==> config.mk <==
export PLATFORM = sky130hd
export DESIGN_NAME = oles_supervisor
export DESIGN_NICKNAME = d
export VERILOG_FILES = /design/src/hdl/oles_pkg.sv /design/src/hdl/oles_supervisor.sv
export SDC_FILE = /design/constraint.sdc
export NUM_CORES = 1
export LEC_CHECK = 0
export ABC_AREA = 1
export BUFFER_PORTS_ARGS = -buffer_cell sky130_fd_sc_hd__clkbuf_2
export CAP_MARGIN = 10
export CORE_MARGIN = 2
export CORE_UTILIZATION = 62
export DETAILED_ROUTE_END_ITERATION = 7
export GPL_TIMING_DRIVEN = 0
export PLACE_DENSITY = 0.83
export SLEW_MARGIN = 5
export SYNTH_ARGS = -nofsm -noshare
export SYNTH_HDL_FRONTEND = slang
export SYNTH_SLANG_ARGS = --single-unit
==> constraint.sdc <==
create_clock -name clk_sys -period 4.4 [get_ports clk_sys]
set_input_delay 1.32 -clock clk_sys [delete_from_list [all_inputs] [get_ports clk_sys]]
set_output_delay 1.32 -clock clk_sys [all_outputs]
set_load 0.02 [all_outputs]
==> src/hdl/oles_pkg.sv <==
package oles_pkg;
  // fieldbus states
  typedef enum logic [3:0]
  {
    OLES_BUS_INIT = 4'h1,
    OLES_BUS_PREOP = 4'h2,
    OLES_BUS_SAFEOP = 4'h4,
    OLES_BUS_OP = 4'h8
  } oles_bus_state_type;

  // drive fault codes, low byte of OFxNN
  localparam logic [7:0] FAULT_NONE = 8'hFF;
  localparam logic [7:0] FAULT_POWERUP = 8'h00;
  localparam logic [7:0] FAULT_IDENT = 8'h30;
  localparam logic [7:0] FAULT_SUMCHECK = 8'h32;

  // fatal record causes
  localparam logic [1:0] CAUSE_POWERUP = 2'h0;
  localparam logic [1:0] CAUSE_IFTIMEOUT = 2'h1;
  localparam logic [1:0] CAUSE_IDENT = 2'h2;

  // timing
  localparam int CLK_HZ = 50_000_000;
  localparam int TICK_US = 1000;
  localparam int TICK_CYCLES = CLK_HZ / 1_000_000 * TICK_US;
  localparam int POWERUP_S = 10;
  localparam int POWERUP_MS = POWERUP_S * 1000;
  localparam int IF_TIMEOUT_MS = 1000;
endpackage

==> src/hdl/oles_supervisor.sv <==
// Operation
// - op to safeop/preop while drive enabled raises a bus fault
// - bus fault holds until next lower-to-higher fieldbus transition
// - enabled watchdog expiring without output refresh raises bus fault
// - drive-detected sum-check gives OFx32, identity error gives OFx30
// - drive-detected error disables outbound channel, forces safe-op
// - card-detected sum-check gives OFx32, identity error gives OFx30
// - card-detected error disables inbound channel, forces safe-op
// - power-up handshake unfinished after 10 s is fatal, fault OFx00
// - each fatal error logs a nonvolatile record, lamp steady red
// - no drive frame processed for 1000 ms is a fatal timeout
// - interface timeout forces fieldbus back to init
// - identification string mismatch at power-up is a fatal error
`timescale 1ns/1ns
`default_nettype none
module oles_supervisor
#(
  parameter int TICK_COUNT = oles_pkg::TICK_CYCLES,
  parameter int POWERUP_LIMIT = oles_pkg::POWERUP_MS,
  parameter int IDLE_LIMIT = oles_pkg::IF_TIMEOUT_MS
)
(
  // clock and reset
  input wire logic clk_sys,
  input wire logic rst_n,
  // fieldbus side
  input wire oles_pkg::oles_bus_state_type bus_state,
  input wire logic watchdog_enable,
  input wire logic watchdog_expired,
  output logic force_safeop,
  output logic force_init,
  output logic outbound_channel_disable,
  output logic inbound_channel_disable,
  // drive side
  input wire logic drive_op_enabled,
  input wire logic frame_processed,
  input wire logic powerup_done,
  input wire logic ident_checked,
  input wire logic ident_match,
  input wire logic drive_sumcheck_err,
  input wire logic drive_ident_err,
  input wire logic card_sumcheck_err,
  input wire logic card_ident_err,
  output logic bus_fault,
  output logic fault_valid,
  output logic [7:0] fault_code,
  // nonvolatile store and lamp
  output logic nonvolatile_store_write,
  output logic [1:0] nonvolatile_store_cause,
  output logic error_indicator_lamp
);
  import oles_pkg::*;

  ////////////////////////////////////////////////////////////////////////////
  // helpers
  function automatic logic [1:0] bus_rank(input oles_bus_state_type s);
    case (s)
      OLES_BUS_PREOP: bus_rank = 2'h1;
      OLES_BUS_SAFEOP: bus_rank = 2'h2;
      OLES_BUS_OP: bus_rank = 2'h3;
      default: bus_rank = 2'h0;
    endcase
  endfunction

  oles_bus_state_type last_state;
  logic [25:0] tick_cnt;
  logic ms_tick;
  logic [13:0] powerup_ms;
  logic [13:0] idle_ms;
  logic powerup_pending;
  logic ident_seen;
  logic fatal_latched;
  logic op_drop;
  logic step_up;
  logic powerup_fatal;
  logic idle_fatal;
  logic ident_fatal;
  logic drive_err;
  logic card_err;

  assign op_drop = last_state == OLES_BUS_OP &&
    (bus_state == OLES_BUS_SAFEOP || bus_state == OLES_BUS_PREOP);
  assign step_up = bus_rank(bus_state) > bus_rank(last_state);
  assign drive_err = drive_sumcheck_err | drive_ident_err;
  assign card_err = card_sumcheck_err | card_ident_err;

  always_ff @(posedge clk_sys)
  begin
    if (!rst_n)
      last_state <= OLES_BUS_INIT;
    else
      last_state <= bus_state;
  end

  ////////////////////////////////////////////////////////////////////////////
  // millisecond time base
  always_ff @(posedge clk_sys)
  begin
    if (!rst_n || ms_tick)
      tick_cnt <= 26'h0000000;
    else
      tick_cnt <= tick_cnt + 26'h0000001;
  end
  assign ms_tick = tick_cnt == 26'(TICK_COUNT - 1);

  ////////////////////////////////////////////////////////////////////////////
  // bus fault toward the drive
  always_ff @(posedge clk_sys)
  begin
    if (!rst_n)
      bus_fault <= 1'b0;
    else if (op_drop && drive_op_enabled)
      bus_fault <= 1'b1;
    else if (watchdog_enable && watchdog_expired)
      bus_fault <= 1'b1;
    else if (step_up)
      bus_fault <= 1'b0;
  end

  ////////////////////////////////////////////////////////////////////////////
  // sum-check and identity faults
  always_ff @(posedge clk_sys)
  begin
    if (!rst_n)
    begin
      outbound_channel_disable <= 1'b0;
      inbound_channel_disable <= 1'b0;
    end
    else
    begin
      if (drive_err)
        outbound_channel_disable <= 1'b1;
      else if (step_up)
        outbound_channel_disable <= 1'b0;
      if (card_err)
        inbound_channel_disable <= 1'b1;
      else if (step_up)
        inbound_channel_disable <= 1'b0;
    end
  end

  // safe-op is forced in the same cycle as the channel is disabled
  always_ff @(posedge clk_sys)
  begin
    if (!rst_n)
      force_safeop <= 1'b0;
    else
      force_safeop <= drive_err | card_err;
  end

  // fault report; power-up fault wins, then sum-check, then identity
  always_ff @(posedge clk_sys)
  begin
    if (!rst_n)
    begin
      fault_valid <= 1'b0;
      fault_code <= FAULT_NONE;
    end
    else
    begin
      fault_valid <= powerup_fatal | drive_err | card_err;
      if (powerup_fatal)
        fault_code <= FAULT_POWERUP;
      else if (drive_sumcheck_err || card_sumcheck_err)
        fault_code <= FAULT_SUMCHECK;
      else if (drive_ident_err || card_ident_err)
        fault_code <= FAULT_IDENT;
    end
  end

  ////////////////////////////////////////////////////////////////////////////
  // power-up supervision; relies on the drive finishing its handshake
  always_ff @(posedge clk_sys)
  begin
    if (!rst_n)
    begin
      powerup_pending <= 1'b1;
      powerup_ms <= 14'h0000;
    end
    else if (powerup_done || powerup_fatal)
      powerup_pending <= 1'b0;
    else if (powerup_pending && ms_tick)
      powerup_ms <= powerup_ms + 14'h0001;
  end
  assign powerup_fatal = powerup_pending && !powerup_done &&
    powerup_ms >= 14'(POWERUP_LIMIT);

  always_ff @(posedge clk_sys)
  begin
    if (!rst_n)
      ident_seen <= 1'b0;
    else if (ident_checked)
      ident_seen <= 1'b1;
  end
  assign ident_fatal = ident_checked && !ident_seen && !ident_match;

  ////////////////////////////////////////////////////////////////////////////
  // interface inactivity; armed once power-up has finished
  always_ff @(posedge clk_sys)
  begin
    if (!rst_n || frame_processed || powerup_pending)
      idle_ms <= 14'h0000;
    else if (ms_tick && !idle_fatal && idle_ms < 14'(IDLE_LIMIT))
      idle_ms <= idle_ms + 14'h0001;
  end
  assign idle_fatal = idle_ms == 14'(IDLE_LIMIT) && ms_tick &&
    !frame_processed;

  always_ff @(posedge clk_sys)
  begin
    if (!rst_n)
      force_init <= 1'b0;
    else
      force_init <= idle_fatal;
  end

  ////////////////////////////////////////////////////////////////////////////
  // fatal record and lamp; lamp stays red until rst_n is asserted
  always_ff @(posedge clk_sys)
  begin
    if (!rst_n)
    begin
      nonvolatile_store_write <= 1'b0;
      nonvolatile_store_cause <= CAUSE_POWERUP;
      fatal_latched <= 1'b0;
    end
    else
    begin
      nonvolatile_store_write <= powerup_fatal | idle_fatal | ident_fatal;
      if (powerup_fatal)
        nonvolatile_store_cause <= CAUSE_POWERUP;
      else if (idle_fatal)
        nonvolatile_store_cause <= CAUSE_IFTIMEOUT;
      else if (ident_fatal)
        nonvolatile_store_cause <= CAUSE_IDENT;
      if (powerup_fatal || idle_fatal || ident_fatal)
        fatal_latched <= 1'b1;
    end
  end
  assign error_indicator_lamp = fatal_latched;

  ////////////////////////////////////////////////////////////////////////////
  // checks
  op_drop_a: assert property (@(posedge clk_sys) disable iff (!rst_n)
    op_drop && drive_op_enabled |=> bus_fault)
    else $error("bus fault missing after op drop");
  fault_hold_a: assert property (@(posedge clk_sys) disable iff (!rst_n)
    bus_fault && !step_up |=> bus_fault)
    else $error("bus fault cleared without state step up");
  wd_fault_a: assert property (@(posedge clk_sys) disable iff (!rst_n)
    watchdog_enable && watchdog_expired |=> bus_fault)
    else $error("watchdog expiry not reported");
  sum_code_a: assert property (@(posedge clk_sys) disable iff (!rst_n)
    drive_sumcheck_err && !powerup_fatal |=>
      fault_valid && fault_code == FAULT_SUMCHECK)
    else $error("sum-check fault code wrong");
  out_chan_a: assert property (@(posedge clk_sys) disable iff (!rst_n)
    drive_err |=> outbound_channel_disable && force_safeop)
    else $error("outbound channel not disabled");
  card_ident_a: assert property (@(posedge clk_sys) disable iff (!rst_n)
    card_ident_err && !card_sumcheck_err && !drive_sumcheck_err &&
      !powerup_fatal |=> fault_code == FAULT_IDENT)
    else $error("identity fault code wrong");
  in_chan_a: assert property (@(posedge clk_sys) disable iff (!rst_n)
    card_err |=> inbound_channel_disable && force_safeop)
    else $error("inbound channel not disabled");
  powerup_late_a: assert property (@(posedge clk_sys) disable iff (!rst_n)
    powerup_fatal |=> fault_code == FAULT_POWERUP && nonvolatile_store_write)
    else $error("power-up timeout not reported");
  lamp_hold_a: assert property (@(posedge clk_sys) disable iff (!rst_n)
    error_indicator_lamp |=> error_indicator_lamp)
    else $error("lamp dropped after fatal error");
  idle_init_a: assert property (@(posedge clk_sys) disable iff (!rst_n)
    idle_fatal |=> force_init && error_indicator_lamp &&
      nonvolatile_store_cause == CAUSE_IFTIMEOUT)
    else $error("timeout did not force init");
  ident_bad_a: assert property (@(posedge clk_sys) disable iff (!rst_n)
    ident_fatal && !powerup_fatal && !idle_fatal |=>
      nonvolatile_store_cause == CAUSE_IDENT)
    else $error("identity mismatch not logged");
  idle_reset_a: assert property (@(posedge clk_sys) disable iff (!rst_n)
    frame_processed |=> idle_ms == 14'h0000)
    else $error("idle timer not restarted");
  // a step up with no new cause in the same cycle must clear the fault
  step_clear_a: assert property (@(posedge clk_sys) disable iff (!rst_n)
    bus_fault && step_up && !(op_drop && drive_op_enabled) &&
      !(watchdog_enable && watchdog_expired) |=> !bus_fault)
    else $error("bus fault not cleared on state step up");
  drive_ident_a: assert property (@(posedge clk_sys) disable iff (!rst_n)
    drive_ident_err && !drive_sumcheck_err && !card_sumcheck_err &&
      !powerup_fatal |=> fault_valid && fault_code == FAULT_IDENT)
    else $error("drive identity fault code wrong");
  fatal_log_a: assert property (@(posedge clk_sys) disable iff (!rst_n)
    powerup_fatal || idle_fatal || ident_fatal |=>
      nonvolatile_store_write && error_indicator_lamp)
    else $error("fatal error not logged");
  idle_fatal_a: assert property (@(posedge clk_sys) disable iff (!rst_n)
    idle_fatal |=> nonvolatile_store_write && force_init)
    else $error("interface timeout not fatal");
  pu_once_a: assert property (@(posedge clk_sys) disable iff (!rst_n)
    powerup_fatal |=> !powerup_pending)
    else $error("power-up supervision not stopped");
  tick_wrap_a: assert property (@(posedge clk_sys) disable iff (!rst_n)
    ms_tick |=> tick_cnt == 26'h0000000)
    else $error("ms time base did not wrap");
endmodule // oles_supervisor
`default_nettype wire
==> results of run 1 <==
metrics by stage:
| stage | hold slack (ns) | instances | area (sq um) | setup slack (ns) |
|---|---|---|---|---|
| floorplan | 0.407 | 593 | 3910 | 1.98 |
| global placement | 0.412 | 701 | 4170 | 1.75 |
| detailed placement | 0.417 | 701 | 4170 | 1.72 |
| CTS | 0.429 | 717 | 4400 | 2.01 |
| global route | 0.459 | 717 | 4400 | 1.79 |
| finish | 0.427 | 717 | 4400 | 2.03 |
cell type report:
class                   instances  area (sq um)  area share (%)
multi-input cells             420          2040            46.4
flip-flops and latches         73          1460            33.2
inverters                      87           327            7.42
repair buffers                 33           165            3.75
clock buffers                  11           151            3.44
well taps                      75          93.8            2.13
plain buffers                  13          85.1            1.93
clock inverters                 5          77.6            1.76
tightest hold or removal path, delay by kind of cell (launching register included):
family / cells / cell delay (ns)
flops: 1 / 0.31
buf+inv: 1 / 0.05
simple gates: 1 / 0.03
synthesized netlist by cell type, types with 2 or more instances:
cell type	count	area (sq um)
a31oi_1	2	12.5
inv_2	10	37.5
nor3_1	12	60.1
nor2_4	4	45.0
nand3_1	37	185
nand3_2	5	50.1
buf_2	5	25.0
nand2_2	4	25.0
o21ai_0	10	50.1
nor3_2	3	30.0
nand4_1	20	125
dfxtp_1	73	1460
inv_1	76	285
xnor2_1	2	17.5
a21oi_1	26	130
xor2_1	11	96.3
nor2_2	8	50.1
ha_1	7	87.6
o21ai_1	4	20.0
buf_4	6	45.0
nand2_1	139	522
nand3b_1	5	37.5
nor2_1	110	413
nor3b_1	4	30.0
power breakdown:
group | internal, mW | total (mW) | switching (mW)
sequential | 0.671 | 0.680 | 0.00839
clock | 0.348 | 0.608 | 0.259
combinational | 0.0269 | 0.0742 | 0.0473
routing by layer:
metal  vias to the layer above  wire length [um]  global-route usage [%]
met5                         -                 0                       0
met4                         0               269                    12.0
met3                        28               557                    3.96
met2                       148              4200                    44.4
met1                      1713              4050                    36.4
li1                       1955                 -                       -
kinds of logic (layout without fill, tap and decap cells):
family,Yosys count,count (layout)
fa+ha+maj,7,7
xor+xnor,13,13
simple gates,357,357
flops,73,73
compound gates,43,43
buf+inv,100,149
registers in the layout, indices dropped and copies added, names as in the netlist, 2 cells and up:
name and flops:
last_state 4, idle_ms 14, nonvolatile_store_cause 2, powerup_ms 14, tick_cnt 26, fault_code 3
final timing paths:
| check | endpoint | from | slack, ns |
|---|---|---|---|
| hold reg to reg | idle_ms[10]$_SDFFE_PP0P_ | idle_ms[10]$_SDFFE_PP0P_ | 0.43 |
| hold / removal | idle_ms[10]$_SDFFE_PP0P_ | idle_ms[10]$_SDFFE_PP0P_ | 0.43 |
| setup reg to reg | tick_cnt[11]$_SDFF_PP0_ | tick_cnt[0]$_SDFF_PP0_ | 2.51 |
| setup / recovery | fault_code[7] | fault_code[6]$_SDFFE_PN1P_ | 2.03 |
==> results.ini, run 1 <==
[job]
max-cap-violations=0

[clocking]
cts_buffers=9
cts_tree=done
clock-root-buffer=clkbuf_8
post_cts_buffers=0
path_clk_slew_ns=0.08
holdBufCountCts=0
cts_resized=0
ctsHtreeMaxLevel=3
clk_path_buf_depth=2
cts.sinks=73
clock_latency_ns=0.35

[detailed_routing]
drtIter0Drc=230
avgRoutedWirePerCell_um=12.7
route.detailed.drc=0
vias=3844
firstDrtPassIters=5
via_per_inst=5.36
ant_nets=0
wirelength_um=9080

[sta]
finalSetupTns_ns=0
max_freq_mhz=421
finClkSkew_ns=0.00619
finalHoldViolCount=0
layout_min_cycle_time_ns=2.37
drv_slew=0
worst_pin_slew_ns=0.541
relSlewSlack_pct=63.6
timing.final.crit_share_pct=53.9
setup_violations=0
rsz0062_at_grt=no

[setup_path]
worstSetupEndpointType=primary output
critPathTopFamily=flip-flops
timing.critical_path.cells=buf_4, clkbuf_2
cp_num_buf_inv=2
start_kind=register
arrival_ns=1.05
critPathSlowestCell=dfxtp_1
worstPathRequired_ns=3.08
rr_worst_depth=7
max_stage_delay_ns=0.41
path_max_fanout=6
cp.depth=2
critPathKind=register to primary output

[grt]
grt_pass1_vias=3593
grt_pass1_wl_um=15700
antenna_found_initial=0
grt_max_degree=13
overflow=0
grt_usage_pct=27.4

[die]
start_util_pct=65.0
num_rows=28
fp.dieH_um=83.5
core-area_sq_um=6030
die_w_um=83.5
ios=35
fp.dieArea_sq_um=6960

[placement]
hpwlAfterDp_um=6840
gp_congestion=0.946
portBuffers=33

[yosys]
netlist_instances=593
yosys.area_share.adder_pct=2.24
synth_edf_count=0
yosys_most_used_dff=dfxtp_1
ys_warn_count=0
synth_xor_area_share_pct=2.91
synth-simple-area-share_pct=41.4
yosysUniqueCellTypes=34
synth_area_per_cell_sq_um=6.60
synthMuxAreaShare_pct=0
synth_seq_cells=73
synth_top_family_by_area=simple AND/OR/NAND/NOR gates
ys_seq_area_share_pct=37.3
synth_compound_area_share_pct=5.63
syn_area_sq_um=3910
syn_nets=617
async_flop_share_pct=0

[finish]
nNetsFinal=661
mostFrequentLayoutCell=nand2_1
fill_cells=507
post-route-util_pct=73.0
antennaDiodeCount=0
layout-drive-gt1-share_pct=15.3
syn2layout_area_growth_pct=12.5
mostFrequentLayoutCells=nand2_1, nor2_1, inv_1, dfxtp_1, nand3_1

[power]
irDropWorstVdd_v=0.000216
power.total_mw=1.36
leakagePower_nw=1.87
power_density_nw_per_um2=309

[run_status]
status=complete, no violations

[worst_hold_path]
whs_path_depth=2
hold_class=register to register

No activity file was read; power rests on OpenSTA's default activity.
==> inputs of run 2 (changes only) <==
ABC_AREA = 0   (was 1)
CORE_UTILIZATION = 58   (was 62)
PLACE_DENSITY = 0.79   (was 0.83)
clock period = 2.3 ns   (was 4.4 ns; I/O delays follow)
==> results.ini, run 2 <==
[finish]
syn2layout_area_growth_pct=13.8
mostFrequentLayoutCells=dfxtp_1, nor2_1, clkbuf_2, nand2_1, nand3_1
antennaDiodeCount=0  ; unchanged
largestRegisters=tick_cnt x26, idle_ms x14, powerup_ms x14
post-route-util_pct=68.8  ; -4.2 points
largest_register_ffs=26  ; unchanged
fin_cells=495  ; -31%
mostFrequentLayoutCell=dfxtp_1
regMostFlops=tick_cnt
fin_area_sq_um=3810  ; -13%
nNetsFinal=442  ; -33%
layout-drive-gt1-share_pct=18.2  ; +2.9 points

[worst_hold_path]
whs_path_depth=1  ; -1
hold_class=register to register
hp-start=idle_ms[10]$_SDFFE_PP0P_
hold-path-endpoint=idle_ms[10]$_SDFFE_PP0P_

[yosys]
synth_seq_cells=73  ; unchanged
syn_nets=398  ; -35%
syn_area_sq_um=3350  ; -14%
ys_seq_area_share_pct=43.6  ; +6.3 points
yosysUniqueCellTypes=54  ; +59%
async_flop_share_pct=0  ; unchanged
yosys_most_used_dff=dfxtp_1
netlist_instances=374  ; -37%
yosysMostFrequentCell=dfxtp_1
synth_area_per_cell_sq_um=8.96  ; +36%
synth_top_area_cell=dfxtp_1
synth_top_area_share_pct=43.6  ; +6.3 points
ys_warn_count=0  ; unchanged
yosys-top-cells-count=dfxtp_1, nor2_1, nand2_1
synthTopCellsByArea=dfxtp_1, nor2_1, xnor2_1
synth_edf_count=0  ; unchanged

[power]
intPower_mw=1.84  ; +76%
irDropWorstVdd_v=0.000520  ; +140%
combPwrFrac_pct=5.9  ; +0.4 points
power_density_nw_per_um2=639  ; +110%
p_sw_share_pct=24.5  ; +1.3 points
switchingPower_mw=0.597  ; +89%
seqPwrFrac_pct=53.3  ; +3.4 points
leakagePower_nw=1.43  ; -23%
clkPwrFrac_pct=40.8  ; -3.8 points
power.total_mw=2.44  ; +79%

[setup_path]
arrival_ns=2.38  ; +1.33 ns
start_kind=register
rr_worst_depth=5  ; -2
timing.rr.start=powerup_ms[6]$_SDFFE_PN0P_
path_max_fanout=8  ; +2
r2r_setup_slack_ns=0.17  ; -2.34 ns
r2r-end=powerup_ms[11]$_SDFFE_PN0P_
critPathKind=register to register
worstSetupEndpointType=register
worstPathRequired_ns=2.55  ; -0.53 ns

[detailed_routing]
route.detailed.drc=0  ; unchanged
ant_nets=0  ; unchanged
wirelength_um=6710  ; -26%
firstDrtPassIters=4  ; -1
via_per_inst=5.56  ; +3.7%
avgRoutedWirePerCell_um=13.6  ; +7.1%
drtIter0Drc=114  ; -50%
vias=2753  ; -28%

[placement]
hpwlAfterDp_um=4650  ; -32%
placed_cell_area_sq_um=3610  ; -14%
portBuffers=33  ; unchanged
gp_congestion=0.806  ; -15%
dp_cells=479  ; -32%

[die]
num_rows=27  ; -3.6%
core-area_sq_um=5540  ; -8.1%
fp.dieArea_sq_um=6400  ; -8.1%
fp.dieH_um=80.0  ; -4.1%
ios=35  ; unchanged
die_w_um=80.0  ; -4.1%
start_util_pct=60.5  ; -4.5 points

[grt]
grt_pass1_vias=2639  ; -27%
antenna_found_initial=0  ; unchanged
grt_max_degree=14  ; +1
overflow=0  ; unchanged
grt_pass1_wl_um=11500  ; -27%
grt_usage_pct=22.8  ; -4.5 points

[clocking]
post_cts_buffers=0  ; unchanged
cts.sinks=73  ; unchanged
clk_path_buf_depth=2  ; unchanged
clock_latency_ns=0.35  ; about the same
clock-root-buffer=clkbuf_8
cts_buffers=9  ; unchanged
path_clk_slew_ns=0.08  ; about the same
ctsHtreeMaxLevel=3  ; unchanged
cts_tree=done

[sta]
finalHoldViolCount=0  ; unchanged
relSlewSlack_pct=47.3  ; -16 points
finClkSkew_ns=0.0112  ; +0.00499 ns
max_freq_mhz=469
drv_slew=0  ; unchanged
rsz0062_at_grt=no
worst_pin_slew_ns=0.784  ; +0.242 ns
finalSetupTns_ns=0  ; unchanged
setup_violations=0  ; unchanged
timing.final.crit_share_pct=92.7
layout_min_cycle_time_ns=2.13

[job]
max-cap-violations=0  ; unchanged

[run_status]
status=complete, no violations

==> run 2: cell count changes after synthesis, sizes merged, moves of 7 or more <==
cell | previous run | this run
inv | 86 | 15
buf | 13 | 6
xnor2 | 2 | 18
and2 | 1 | 11
nand3 | 42 | 21
nor4 | 1 | 16
a21oi | 26 | 16
xor2 | 11 | 18
nor3 | 15 | 8
and3 | 0 | 9
nand2 | 143 | 28
nor2 | 122 | 49
clkbuf | 0 | 8
==> run 2: cell families after synthesis <==
group | count (synthesis) | synth area share [%]
AO/OA/AOI/OAI | 41 | 7.54
XOR/XNOR | 36 | 9.41
adder cells (fa/ha/maj) | 7 | 2.61
buffers and inverters | 29 | 3.96
flip-flops | 73 | 43.6
multiplexers | 4 | 1.19
AND/OR/NAND/NOR | 184 | 31.7
==> run 2: worst max-delay path, stage by stage (launching register included) <==
cell and delay (ns):
dfxtp_1 0.36, nor4_1 0.48, o211ai_2 0.28, nor4_2 0.58
a21oi_1 0.14, o21a_1 0.20
==> run 2: layout make-up <==
class / instances / area (sq um)
Inverter: 15 / 56.3
Clock inverter: 7 / 71.3
Sequential cell: 73 / 1460
Fill cell: 439 / 1730
Buffer: 14 / 77.6
Clock buffer: 9 / 124
Multi-Input combinational cell: 272 / 1770
Tap cell: 72 / 90.1
Timing Repair Buffer: 33 / 165
==> run 2: metal layers <==
layer	part of all wire, %	vias up	GRT usage, %
li1	-	1398	-
met5	0	-	0
met1	45	1278	27.9
met3	4.0	11	3.73
met2	49	66	38.3
met4	1.8	0	12.2
==> run 2: what timing repair did <==
item / CTS / global route
setup endpoints to repair: 1 / 7
hold buffers: 0 / 0
hold endpoints to repair: 0 / 0
resized for setup: 1 / 3
cloned: 0 / 0
==> run 2: how the worst max path moves through the flow <==
| stage | startpoint | endpoint | slack (ns) |
|---|---|---|---|
| after floorplan | powerup_done | powerup_ms[6]$_SDFFE_PN0P_ | 0.35 |
| after global placement | bus_state[1] | inbound_channel_disable$_SDFFE_PN0P_ | 0.07 |
| after detailed placement | tick_cnt[0]$_SDFF_PP0_ | tick_cnt[14]$_SDFF_PP0_ | -0.003 |
| after CTS | tick_cnt[0]$_SDFF_PP0_ | tick_cnt[24]$_SDFF_PP0_ | 0.05 |
| after global routing | tick_cnt[0]$_SDFF_PP0_ | tick_cnt[5]$_SDFF_PP0_ | 0.02 |
| final | powerup_ms[6]$_SDFFE_PN0P_ | powerup_ms[11]$_SDFFE_PN0P_ | 0.17 |
==> run 2: per-stage QoR <==
stage	setup WS [ns]	hold WS, ns
finish	0.169	0.468
global route	0.0240	0.493
CTS	0.0469	0.474
detailed placement	-0.00335	0.454
global placement	0.0663	0.441
floorplan	0.352	0.430
==> run 2: power by group through the flow <==
stage / Clock [mW] / Sequential (mW) / Combinational (mW)
2_1_floorplan: 0 / 1.34 / 0.0780
3_3_place_gp: 0 / 1.33 / 0.140
3_5_place_dp: 0 / 1.33 / 0.144
4_1_cts: 1.01 / 1.30 / 0.144
5_1_grt: 1.06 / 1.30 / 0.161
6_report: 0.993 / 1.30 / 0.144
